File: config.mk
export PLATFORM = sky130hd
export DESIGN_NAME = adc_host_if
export DESIGN_NICKNAME = d
export VERILOG_FILES = /design/src/design/adc_if_pkg.sv /design/src/design/adc_host_if.sv /design/src/design/lane_shifter.sv
export VERILOG_INCLUDE_DIRS = /design/src /design/src/design
export SDC_FILE = /design/constraint.sdc
export NUM_CORES = 1
export LEC_CHECK = 0
export BUFFER_PORTS_ARGS = -buffer_cell sky130_fd_sc_hd__clkbuf_2
export CAP_MARGIN = 20
export CORE_ASPECT_RATIO = 1.25
export CORE_MARGIN = 10
export CORE_UTILIZATION = 55
export DETAILED_ROUTE_END_ITERATION = 8
export MAX_ROUTING_LAYER = met4
export PLACE_DENSITY_LB_ADDON = 0.25
export SYNTH_ARGS = -nofsm -noshare
export SYNTH_HDL_FRONTEND = slang
export SYNTH_SLANG_ARGS = --single-unit
File: constraint.sdc
create_clock -name sys_clk_in -period 3.31 [get_ports sys_clk_in]
set_input_delay 0.1655 -clock sys_clk_in [delete_from_list [all_inputs] [get_ports sys_clk_in]]
set_output_delay 0.1655 -clock sys_clk_in [all_outputs]
set_load 0.02 [all_outputs]
File: src/design/adc_if_consts.svh
`ifndef ADC_IF_CONSTS_SVH
`define ADC_IF_CONSTS_SVH

// control word field positions
`define CW_DAC_LSB       0
`define CW_DAC_W         10
`define CW_EXTERNAL_CLOCK_SELECT        11
`define CW_FULL_UPD      16
`define CW_REF_RANGE     18
`define CW_REF_EN        19
`define CW_BUSY_POL      20
`define CW_BUSY_IS_INT   21
`define CW_SEQ           23
`define CW_TOP_LSB       24
`define CW_RESET_VAL     32'h0000_0000
// bits C[22:18], C[15:13] and C[9:0]
`define CW_HW_MASK       32'h007C_E3FF
`define CW_BITS          6'h20

// conversion length in half conversion clock cycles, rounded up to whole cycles
`define CONV_HALF_CYCLES 37
`define CONV_CYCLES      ((`CONV_HALF_CYCLES + 1) / 2)

// positions inside the synchronised pin vector
`define PIN_START_LSB    0
`define PIN_FS           3
`define PIN_SCLK         4
`define PIN_SDI          5
`define PIN_RD           6
`define PIN_CS           7
`define PIN_SRC          8
`define PIN_IFACE        9
`define PIN_WB           10
`define PIN_ORDER        11
`define PIN_EN_LSB       12
`define PIN_W            15

`define LAST_WORD        3'h5
`define LANE_W           96

`endif

File: src/design/adc_if_pkg.sv
package adc_if_pkg;
`include "adc_if_consts.svh"

	typedef struct packed {
		logic [`PIN_W-1:0] s1;
		logic [`PIN_W-1:0] s2;
		logic [`PIN_W-1:0] s3;
		logic [31:0]       cw;
		logic [2:0]        busy_pair;
		logic [2:0][4:0]   cnt;
		logic [5:0][15:0]  hold;
		logic [5:0][15:0]  res;
		logic              busy_act;
		logic              seq_pulse;
		logic              int_flag;
		logic              busy_int;
		logic [2:0]        rd_idx;
		logic              byte_ph;
		logic [15:0]       db;
		logic              db_oe_b;
		logic [31:0]       sdi_sr;
		logic [5:0]        sdi_cnt;
		logic [9:0]        dac;
		logic              range_3v;
		logic              ref_en;
	} adc_if_state_t;

endpackage

File: src/design/adc_host_if.sv
//
// Summary of operation
// RULE1: busy rises after a rising edge on any pair start input.
// RULE2: busy falls once the last converting pair's result is in its register.
// RULE3: host may read results right after busy falls.
// RULE4: sequential mode drops busy for one cycle when a pair finishes.
// RULE5: interrupt mode raises the output at completion; reads do not clear it.
// RULE6: control bit 20 inverts busy/interrupt polarity.
// RULE7: control bit 18 selects 2.5 V or 3 V reference range.
// RULE8: reference DAC code comes from control bits 9..0.
// RULE9: host should keep the DAC code at or above 0.5 V.
// RULE10: after reset the internal reference is powered down.
// RULE11: source select 0 uses own starts; 1 uses pair A start for all. The code keeps own starts with select 1 in sequential mode.
// RULE12: pin mode allows only bits 22:18, 15:13, 9:0; serial ignores top byte.
// RULE13: register mode uses the whole word; serial host sends a word each access. Serial register-mode writes keep bits 23:0 unless bit 16 is set.
// RULE14: interface select low gives parallel port, 16 or 8 bits wide.
// RULE15: byte mode order on the upper byte lanes follows byte order select.
// RULE16: serial transfer starts on the falling edge of frame strobe.
// RULE17: results go out MSB first, changing on rising serial clock.
// RULE18: serial input bits are captured on falling serial clock.
// RULE19: three lanes each send first then second channel of their pair.
// RULE20: two lanes: A sends A0 A1 C0, B sends B0 B1 C1.
// RULE21: one lane sends A0 A1 B0 B1 C0 C1.
// RULE22: results are two's complement.
// RULE23: a pair's inputs are held at its start edge; conversion follows.
// RULE24: sequential mode needs both external clock select and sequential enable.
// RULE25: disabled serial lanes stay low during a transfer.
//
`timescale 1ns/1ps
module adc_host_if
	import adc_if_pkg::*;
(
	input  wire logic        sys_clk_in,
	input  wire logic        rst_b_in,
	input  wire logic [2:0]  pair_sample_start_in,
	input  wire logic        config_source_select_in,
	input  wire logic        interface_select_in,
	input  wire logic        word_byte_select_in,
	input  wire logic        byte_order_select_in,
	input  wire logic        chip_select_b_in,
	input  wire logic        read_strobe_b_in,
	input  wire logic        frame_strobe_in,
	input  wire logic        serial_clk_in,
	input  wire logic        serial_data_in,
	input  wire logic [2:0]  lane_enable_in,
	input  wire logic [47:0] pair_first_input_in,
	input  wire logic [47:0] pair_second_input_in,
	input  wire logic        cfg_write_in,
	input  wire logic [31:0] cfg_word_in,
	output logic             busy_int_out,
	output logic [15:0]      parallel_data_bus_out,
	output logic             parallel_data_oe_b_out,
	output logic             serial_out_lane_a_out,
	output logic             serial_out_lane_b_out,
	output logic             serial_out_lane_c_out,
	output logic [9:0]       ref_dac_code_out,
	output logic             ref_range_3v_out,
	output logic             ref_enable_out
);
	adc_if_state_t r;
	adc_if_state_t n;

	logic [`PIN_W-1:0]  pins;
	logic [`PIN_W-1:0]  rise;
	logic [`PIN_W-1:0]  fall;
	logic               sw;
	logic               seq;
	logic               par;
	logic               ser;
	logic [2:0]         st_req;
	logic [2:0]         done;
	logic               load;
	logic               shift;
	logic [2:0]         en;
	logic [`LANE_W-1:0] la;
	logic [`LANE_W-1:0] lb;
	logic [`LANE_W-1:0] lc;

	function automatic logic [2:0] next_idx(input logic [2:0] idx);
		next_idx = (idx == `LAST_WORD) ? 3'h0 : idx + 3'h1;
	endfunction

	function automatic logic [15:0] to_twos(input logic [15:0] raw);
		to_twos = {~raw[15], raw[14:0]};
	endfunction

	function automatic logic [31:0] cw_merge(input logic [31:0] old, input logic [31:0] wr,
		input logic sw_mode, input logic ser_mode);
		if (!sw_mode)
			cw_merge = (old & ~`CW_HW_MASK) | (wr & `CW_HW_MASK);
		else if (!ser_mode || wr[`CW_FULL_UPD])
			cw_merge = wr;
		else
			cw_merge = {wr[31:`CW_TOP_LSB], old[`CW_TOP_LSB-1:0]};
	endfunction

	assign pins = {lane_enable_in, byte_order_select_in, word_byte_select_in, interface_select_in,
		config_source_select_in, chip_select_b_in, read_strobe_b_in, serial_data_in,
		serial_clk_in, frame_strobe_in, pair_sample_start_in};
	assign rise = r.s2 & ~r.s3;
	assign fall = ~r.s2 & r.s3;
	assign sw   = r.s2[`PIN_SRC];
	assign seq  = sw & r.cw[`CW_SEQ] & r.cw[`CW_EXTERNAL_CLOCK_SELECT]; // [RULE24]
	assign par  = ~r.s2[`PIN_IFACE];                     // [RULE14]
	assign ser  = r.s2[`PIN_IFACE];
	assign en   = r.s2[`PIN_EN_LSB +: 3];

	always_comb begin
		n = r;
		done = 3'h0;
		load = 1'b0;
		shift = 1'b0;
		n.s1 = pins;
		n.s2 = r.s1;
		n.s3 = r.s2;

		// start routing by configuration source
		if (sw && !seq)
			st_req = {3{rise[`PIN_START_LSB]}}; // [RULE11]
		else
			st_req = rise[`PIN_START_LSB +: 3]; // [RULE11]

		for (int i = 0; i < 3; i++) begin
			if (r.busy_pair[i]) begin
				if (r.cnt[i] == 5'h01) begin
					done[i] = 1'b1;
					n.busy_pair[i] = 1'b0;
					n.res[2*i] = to_twos(r.hold[2*i]);     // [RULE22]
					n.res[2*i+1] = to_twos(r.hold[2*i+1]); // [RULE22]
				end else begin
					n.cnt[i] = r.cnt[i] - 5'h01;
				end
			end else if (st_req[i]) begin
				n.busy_pair[i] = 1'b1;
				n.cnt[i] = 5'(`CONV_CYCLES);                       // [RULE23]
				n.hold[2*i] = pair_first_input_in[16*i +: 16];    // [RULE23]
				n.hold[2*i+1] = pair_second_input_in[16*i +: 16]; // [RULE23]
			end
		end

		if (|st_req)
			n.busy_act = 1'b1; // [RULE1]
		else if (|done && n.busy_pair == 3'h0)
			n.busy_act = 1'b0; // [RULE2]
		n.seq_pulse = seq && |done && |n.busy_pair; // [RULE4]

		// a start that launches a pair wins over a completion in the same cycle
		if (|done && n.busy_pair == 3'h0)
			n.int_flag = 1'b1; // [RULE5]
		else if (|st_req)
			n.int_flag = 1'b0;
		if (|done && n.busy_pair == 3'h0) begin
			n.rd_idx = 3'h0;
			n.byte_ph = 1'b0;
		end

		// parallel read port
		n.db_oe_b = ~(par & ~r.s2[`PIN_CS] & ~r.s2[`PIN_RD]);
		if (par && !r.s2[`PIN_CS] && fall[`PIN_RD]) begin
			if (!r.s2[`PIN_WB]) begin
				n.db = r.res[r.rd_idx]; // [RULE14]
				n.rd_idx = next_idx(r.rd_idx);
			end else begin
				if (r.byte_ph ^ r.s2[`PIN_ORDER])
					n.db = {r.res[r.rd_idx][15:8], 8'h00}; // [RULE15]
				else
					n.db = {r.res[r.rd_idx][7:0], 8'h00};  // [RULE15]
				n.byte_ph = ~r.byte_ph;
				if (r.byte_ph)
					n.rd_idx = next_idx(r.rd_idx);
			end
		end

		// serial frame
		if (ser && fall[`PIN_FS]) begin
			load = 1'b1; // [RULE16]
			n.sdi_cnt = 6'h00;
		end
		if (ser && !r.s2[`PIN_FS] && rise[`PIN_SCLK])
			shift = 1'b1; // [RULE17]
		if (ser && !r.s2[`PIN_FS] && fall[`PIN_SCLK]) begin
			n.sdi_sr = {r.sdi_sr[30:0], r.s2[`PIN_SDI]}; // [RULE18]
			if (r.sdi_cnt != `CW_BITS)
				n.sdi_cnt = r.sdi_cnt + 6'h01;
		end
		if (ser && rise[`PIN_FS] && r.sdi_cnt == `CW_BITS)
			n.cw = cw_merge(r.cw, r.sdi_sr, sw, 1'b1); // [RULE12] [RULE13]
		if (cfg_write_in)
			n.cw = cw_merge(r.cw, cfg_word_in, sw, ser); // [RULE12] [RULE13]

		n.dac = n.cw[`CW_DAC_LSB +: `CW_DAC_W]; // [RULE8]
		n.range_3v = n.cw[`CW_REF_RANGE];        // [RULE7]
		n.ref_en = n.cw[`CW_REF_EN];             // [RULE10]
		n.busy_int = (n.cw[`CW_BUSY_IS_INT] ? n.int_flag : (n.busy_act & ~n.seq_pulse))
			^ n.cw[`CW_BUSY_POL]; // [RULE6]
	end

	// lane contents per number of enabled lanes
	always_comb begin
		la = '0;
		lb = '0;
		lc = '0;
		if (en[0] && en[1] && en[2]) begin
			la = {r.res[0], r.res[1], 64'h0}; // [RULE19]
			lb = {r.res[2], r.res[3], 64'h0}; // [RULE19]
			lc = {r.res[4], r.res[5], 64'h0}; // [RULE19]
		end else if (en[0] && en[1]) begin
			la = {r.res[0], r.res[1], r.res[4], 48'h0}; // [RULE20]
			lb = {r.res[2], r.res[3], r.res[5], 48'h0}; // [RULE20]
		end else if (en[0]) begin
			la = {r.res[0], r.res[1], r.res[2], r.res[3], r.res[4], r.res[5]}; // [RULE21]
		end
	end

	always_ff @(posedge sys_clk_in) begin
		if (!rst_b_in) begin
			r <= '0;
			r.cw <= `CW_RESET_VAL;
			r.db_oe_b <= 1'b1;
		end else begin
			r <= n;
		end
	end

	assign busy_int_out = r.busy_int;
	assign parallel_data_bus_out = r.db;
	assign parallel_data_oe_b_out = r.db_oe_b;
	assign ref_dac_code_out = r.dac;
	assign ref_range_3v_out = r.range_3v;
	assign ref_enable_out = r.ref_en;

	// idle lanes load zeros and so stay low
	lane_shifter #(.W(`LANE_W)) u_lane_a (
		.sys_clk_in (sys_clk_in),
		.rst_b_in   (rst_b_in),
		.load_in    (load),
		.data_in    (la),
		.shift_in   (shift),
		.lane_out   (serial_out_lane_a_out)
	);
	lane_shifter #(.W(`LANE_W)) u_lane_b (
		.sys_clk_in (sys_clk_in),
		.rst_b_in   (rst_b_in),
		.load_in    (load),
		.data_in    (lb),
		.shift_in   (shift),
		.lane_out   (serial_out_lane_b_out)
	);
	lane_shifter #(.W(`LANE_W)) u_lane_c (
		.sys_clk_in (sys_clk_in),
		.rst_b_in   (rst_b_in),
		.load_in    (load),
		.data_in    (lc),
		.shift_in   (shift),
		.lane_out   (serial_out_lane_c_out) // [RULE25]
	);
endmodule

File: src/design/lane_shifter.sv
`timescale 1ns/1ps
module lane_shifter #(
	parameter int W = 96
) (
	input  wire logic         sys_clk_in,
	input  wire logic         rst_b_in,
	input  wire logic         load_in,
	input  wire logic [W-1:0] data_in,
	input  wire logic         shift_in,
	output logic              lane_out
);
	logic [W-1:0] sr_r;

	// first bit appears at load, each later bit on a shift request
	always_ff @(posedge sys_clk_in) begin
		if (!rst_b_in) begin
			sr_r     <= '0;
			lane_out <= 1'b0;
		end else if (load_in) begin
			sr_r     <= {data_in[W-2:0], 1'b0};
			lane_out <= data_in[W-1];
		end else if (shift_in) begin
			sr_r     <= {sr_r[W-2:0], 1'b0};
			lane_out <= sr_r[W-1];
		end
	end
endmodule

Word level (Yosys, flattened, before mapping):

Index checks and enable logic that the tools add are counted.

* flip-flop bits (word level): 641
* input port bits: 146
* output and inout bits: 33

* add/sub/neg operators: 5
* magnitude comparators: 1
* equal/unequal tests: 11
* mux-type cells: 69
* bitwise gates (word level): 28
* reductions and logical operators: 38

Operator list (count)
* 2-to-1 mux 96 bit: 12
* 2-to-1 mux 32 bit: 4
* bitwise OR 32 x 23 -> 32 bit: 2
* binary-select mux 16 bit (select 3 bit): 1
* 2-to-1 mux 16 bit: 3
* 2-to-1 mux 24 bit: 2
* 2-to-1 mux 5 bit: 9
* 2-to-1 mux 1 bit: 29
* 2-to-1 mux 20 bit: 1
* 2-to-1 mux 6 bit: 3
* AND reduction 2 bit: 9
* equality test 5 x 1 -> 1 bit, second input constant: 3
* NOT 1 bit: 15
* subtractor 5 x 1 -> 5 bit, second input constant: 3
* logical AND 1 bit: 14
* 2-to-1 mux 3 bit: 4
* nonzero test 2 bit: 5
* OR reduction 3 bit: 3
* bitwise AND 7 bit: 1
* NOT 7 bit: 1
* adder 6 x 1 -> 6 bit, second input constant: 1
* equality test 6 bit, second input constant: 1
* inequality test 2 bit, second input constant: 3
* inequality test 6 bit, second input constant: 1
* 14 further kinds: 22

Depth between registers and ports, before layout:

* depth in word-level cells: 14
* mapped depth: 9
* mapped depth without buffers: 8

Hierarchy:

A second synthesis with hierarchy kept.

* cell total of the unflattened synthesis: 2996
* area total of the unflattened synthesis: 28482.3 µm²

Modules (own cells, without submodules)
* lane_shifter: times used 3, cells each 427, area an instance 4926.0 µm², sequential area each 1921.8 µm²
* adc_host_if: times used 1, cells each 1715, area an instance 13704.4 µm², sequential area each 6326.1 µm²

Least setup slack after synthesis:

No wires, ideal clock.

* kind: flip-flop to flip-flop
* start point: reg r (netlist bit n[325])
* end point: reg r (netlist bit busy_int_out)
* library setup time: 123 ps
* arrival: 2279 ps
* data required time: 3187 ps
* slack: 907 ps
* cell stages (with the launch flop): 7
* period minus slack after synthesis: 2403 ps
* cells stage by stage: dfxtp_1 > a21boi_1 > mux2_2 > nor4_2 > a211oi_1 > o32ai_2 > mux2_1

* longest elaborated chain between the ends: 14
* elaborated cells between the ends (all ways): 27
* those cells by class: mux (14); bitwise (5); reduce/logical (8)

RTL lines
* start: declaration: line adc_host_if.sv:60 `adc_if_state_t r;`
* start signal: assignment: line adc_host_if.sv:221 `r <= n;`
* bitwise AND 1 bit (2 in a row): line adc_host_if.sv:103 `` assign seq = sw & r.cw[`CW_SEQ] & r.cw[`CW_EXTERNAL_CLOCK_SELECT]; ``
* logical NOT 1 bit: line adc_host_if.sv:118 `if (sw && !seq)`
* logical AND 1 bit: line adc_host_if.sv:118
* 2-to-1 mux 3 bit: line adc_host_if.sv:118
* 2-to-1 mux 1 bit: line adc_host_if.sv:133 `end else if (st_req[i]) begin`
* 2-to-1 mux 1 bit: line adc_host_if.sv:124 `if (r.busy_pair[i]) begin`
* logical NOT 3 bit: line adc_host_if.sv:143, adc_host_if.sv:148
* logical AND 1 bit: line adc_host_if.sv:143, adc_host_if.sv:148
* 2-to-1 mux 1 bit: line adc_host_if.sv:143 `else if (|done && n.busy_pair == 3'h0)`
* 2-to-1 mux 1 bit: line adc_host_if.sv:141 `if (|st_req)`
* bitwise AND 1 bit: line adc_host_if.sv:194 `` n.busy_int = (n.cw[`CW_BUSY_IS_INT] ? n.int_flag : (n.busy_act & ~n.seq_pulse)) ``
* 2-to-1 mux 1 bit: line adc_host_if.sv:194
* XOR 1 bit *: line adc_host_if.sv:194

Every way passes the cells marked *; elsewhere a longest branch is shown, timed or not. The select of a mux whose other input is x is not followed.
A chain may end at the register's enable or synchronous reset.

Worst setup path after layout:

* start point: reg r[267] (netlist bit)
* end point: reg r (netlist bit busy_int_out)

* longest elaborated chain between the ends: 10
* elaborated cells between the ends (all ways): 18
* those cells by class: eq/ne (1); mux (8); bitwise (3); reduce/logical (6)

RTL lines
* equality test 5 x 1 -> 1 bit *: line adc_host_if.sv:125 `if (r.cnt[i] == 5'h01) begin`
* 2-to-1 mux 1 bit: line adc_host_if.sv:125
* 2-to-1 mux 1 bit: line adc_host_if.sv:124
* OR reduction 3 bit / logical NOT 3 bit (equally long branches): line adc_host_if.sv:143, adc_host_if.sv:145, adc_host_if.sv:148
* logical AND 1 bit, on equally long branches: line adc_host_if.sv:143, adc_host_if.sv:148, adc_host_if.sv:145
* 2-to-1 mux 1 bit / logical AND 1 bit (equally long branches): line adc_host_if.sv:143, adc_host_if.sv:145
* 2-to-1 mux 1 bit / NOT 1 bit (equally long branches): line adc_host_if.sv:141, adc_host_if.sv:194
* bitwise AND 1 bit: line adc_host_if.sv:194
* 2-to-1 mux 1 bit *: line adc_host_if.sv:194
* XOR 1 bit *: line adc_host_if.sv:194

Every way passes the cells marked *; elsewhere a longest branch is shown, timed or not.

==> run_results.csv <==
group,metric,value,unit
routing,avgRoutedWirePerCell,18.08,microns
clocking,root_buffer,"clkbuf_16",
critical_path,worst-path-max-fanout,8,
place,gp_congestion,0.9195,
timing,worst_slew_pin_slew,0.9053,ns
final_layout,final_nets,2815,
timing,setup_viol,0,
critical_path,cp_data_arrival_time,3.35,ns
clocking,ctsHtreeMaxLevel,2,
timing,slew_violations,0,
critical_path,cp.required,3.76,ns
min_path,hold_start,"cfg_write_in",
critical_path,rr_endpoint,"busy_int_out",
synthesis,synthDistinctLibCells,55,
place,dpl.hpwl,35920,microns
synthesis,syn-cell-area,20030,sq um
timing,rsz0062_at_grt,"false",
min_path,hold_class,"input port to register",
floorplanning,pin_count,179,
synthesis,synthArstFlopShare,0,%
timing,period_needed,2.899,ns
synthesis,ys.flop_type,"dfxtp_1",
critical_path,critical_path_class,"register to register",
timing,timing.final.crit_share,87.58,%
pwr,power_density,522.8,nW/um^2
final_layout,n_fill_cell,2985,
floorplanning,rows,78,
floorplanning,dieArea,44500,sq um
routing,wl_met1,23520,microns
floorplanning,core_area,36110,sq um
routing,dr.pass1.iters,6,
global_route,track_usage,25.79,%
critical_path,ff2ff_setup_slack,0.41,ns
clocking,postCtsSetupRepairBufs,0,
synthesis,synthesis.nets,2670,
pwr,p_leak,8.442,nW
pwr,power,0.01243,W
timing,setup_ws,0.4111,ns
synthesis,yosysWarnings,0,
synthesis,synth_edf_count,0,
critical_path,reg2reg_from,"r[267]",
timing,slew_headroom,39.57,%
clocking,cts_buffers,47,
clocking,clk_pin_slew,0.06,ns
clocking,cts_tree,"done",
floorplanning,dieHeight,233.4,microns
run,cap_violations,0,
timing,finalHoldViolCount,0,
synthesis,syn_area_per_cell,7.961,sq um
critical_path,rr_worst_depth,7,
synthesis,synth_cells,2516,
global_route,grt_antenna_before_repair,1,
synthesis,yosysSeqAreaShare,49.18,%
global_route,grt-ovfl-total,0,
place,port_buffers,163,
floorplanning,start_util,55.47,%
clocking,ctsResizeCount,0,
final_layout,utilization,65.84,%
routing,wirelength,57450,microns
clocking,clock_path_buffers,3,
timing,tns,0,ns
status,status,"finished clean",
routing,met3_length,3431,microns
global_route,grt_pass1_wl,91580,microns
routing,vias_per_cell,5.845,
routing,remaining_drc_errors,0,
global_route,grt_max_degree,131,
place,preCtsSetupSlack,0.5016,ns
routing,top_layer_used,"met4",
min_path,hold_path_end,"r[296]",
global_route,grt_pass1_vias,17524,
routing,vias,18575,
routing,drtAntennaViolNets,0,
final_layout,drive_above_1_share,12.20,%
critical_path,end_kind,"register",
synthesis,yosys_register_bits,492,
clocking,clkLatencyLatePin,0.58,ns
min_path,hold_depth,4,
timing,skew,0.02452,ns
timing,holdWs,0.09090,ns
clocking,clock-sinks,492,
routing,drt_iter0_markers,1623,
routing,wl_met2,27560,microns
pwr,peakVddDrop,0.4579,mV
final_layout,area_delta_synth_final,18.70,%
floorplanning,die_w,190.7,microns
critical_path,worst_setup_path_start_kind,"register",
timing,fmax,345.0,MHz
layer usage:
| layer | global-route usage [%] | vias up |
|---|---|---|
| met5 | - | - |
| met4 | 13.38 | 0 |
| met3 | 3.581 | 175 |
| met2 | 41.36 | 668 |
| met1 | 31.15 | 8888 |
| li1 | - | 8844 |
worst max path at each step:
| stage | start | endpoint | cells past startpoint |
|---|---|---|---|
| floorplan | n[325] | busy_int_out | 6 |
| global placement | n[325] | busy_int_out | 6 |
| detailed placement | r[267] | busy_int_out | 7 |
| CTS | r[267] | busy_int_out | 7 |
| global route | r[267] | busy_int_out | 7 |
| finish | r[267] | busy_int_out | 7 |
cell families (layout without fill, tap and decap cells):
logic type	Yosys count	count (layout)	synth area share (%)
simple gates	991	991	20.11
compound gates	697	697	20.46
flops	492	492	49.18
buf+inv	263	444	5.435
mux	56	56	3.923
xor+xnor	9	9	0.3935
fa+ha+maj	8	8	0.4998
other cells	0	1	0
state kept, by name (all words and copies together) (netlist names):
register,flops
parallel_data_bus_out,16
n,27
busy_int_out,1
u_lane_a.lane_out,1
parallel_data_oe_b_out,1
r,268
u_lane_a.sr_r,95
u_lane_b.sr_r,47
en,3
u_lane_c.sr_r,31
u_lane_b.lane_out,1
u_lane_c.lane_out,1
placed cells by master (no fill, tap or decap), types with 8 or more instances in the layout:
master	n
nand2_1	792
dfxtp_1	491
a21oi_1	471
clkbuf_2	163
dlygate4sd3_1	127
a311oi_1	111
nor2_1	88
clkbuf_16	47
and2_1	41
o21ai_0	40
buf_4	33
inv_1	29
a22oi_1	23
mux2i_1	20
mux2_2	19
mux4_2	16
o211ai_1	9
a211oi_1	9
clkbuf_1	9
o22ai_1	8
o221ai_1	8
ha_1	8
clkinv_2	8
critical path, stage by stage (launching register included):
cell and delay (ns):
dfxtp_1 0.39, ha_1 0.17, nor4b_1 0.51, nor2b_1 0.28, nor4_2 0.55, a211oi_1 0.17, o32ai_2 0.35, mux2_1 0.35
cell usage after synthesis (7+ instances only):
| cell type | number | share of area (%) |
|---|---|---|
| a311oi_1 | 111 | 4.9 |
| mux2_2 | 19 | 1.1 |
| mux4_2 | 16 | 1.8 |
| a211oi_1 | 9 | 0.34 |
| buf_4 | 26 | 0.97 |
| ha_1 | 8 | 0.50 |
| a21oi_1 | 472 | 12 |
| buf_1 | 15 | 0.28 |
| nor3_1 | 7 | 0.17 |
| nand2_1 | 793 | 15 |
| nand3_1 | 7 | 0.17 |
| o211ai_1 | 9 | 0.34 |
| o21ai_0 | 40 | 1.0 |
| inv_1 | 29 | 0.54 |
| o22ai_1 | 8 | 0.25 |
| and2_1 | 42 | 1.3 |
| mux2i_1 | 20 | 1.0 |
| o221ai_1 | 8 | 0.35 |
| clkbuf_1 | 189 | 3.5 |
| a22oi_1 | 23 | 0.86 |
| dfxtp_1 | 492 | 49 |
| nor2_1 | 90 | 1.7 |
| nor3b_1 | 7 | 0.26 |
power by group:
part           internal (W)  total (W)  leakage (nW)  switching (W)
clock network       0.00327    0.00564         0.789        0.00237
registers           0.00603    0.00612          3.98      0.0000830
logic              0.000301   0.000675          3.67       0.000375
total               0.00961     0.0124          8.44        0.00282
layout make-up:
| class | count | area [sq um] | share of cell area, % |
|---|---|---|---|
| Antenna cell | 1 | 2.502 | 0.01053 |
| Multi-Input combinational cell | 1761 | 9130 | 38.40 |
| Clock inverter | 22 | 309.0 | 1.300 |
| Timing Repair Buffer | 329 | 2455 | 10.33 |
| Tap cell | 480 | 600.6 | 2.526 |
| Clock buffer | 63 | 1306 | 5.494 |
| Inverter | 30 | 120.1 | 0.5052 |
| Sequential cell | 492 | 9851 | 41.43 |
stage by stage:
step                instances  area [sq um]
floorplan                2516         20030
global placement         2965         20890
detailed placement       2965         20890
CTS                      3177         23770
global route             3178         23770
finish                   3178         23770
what timing repair did:
action | in CTS | in global routing
endpoints found under the hold margin | 125 | 0
endpoints found under the setup margin | 0 | 0
hold buffers | 127 | 0
Note: power is estimated with default switching activity, not from simulation.
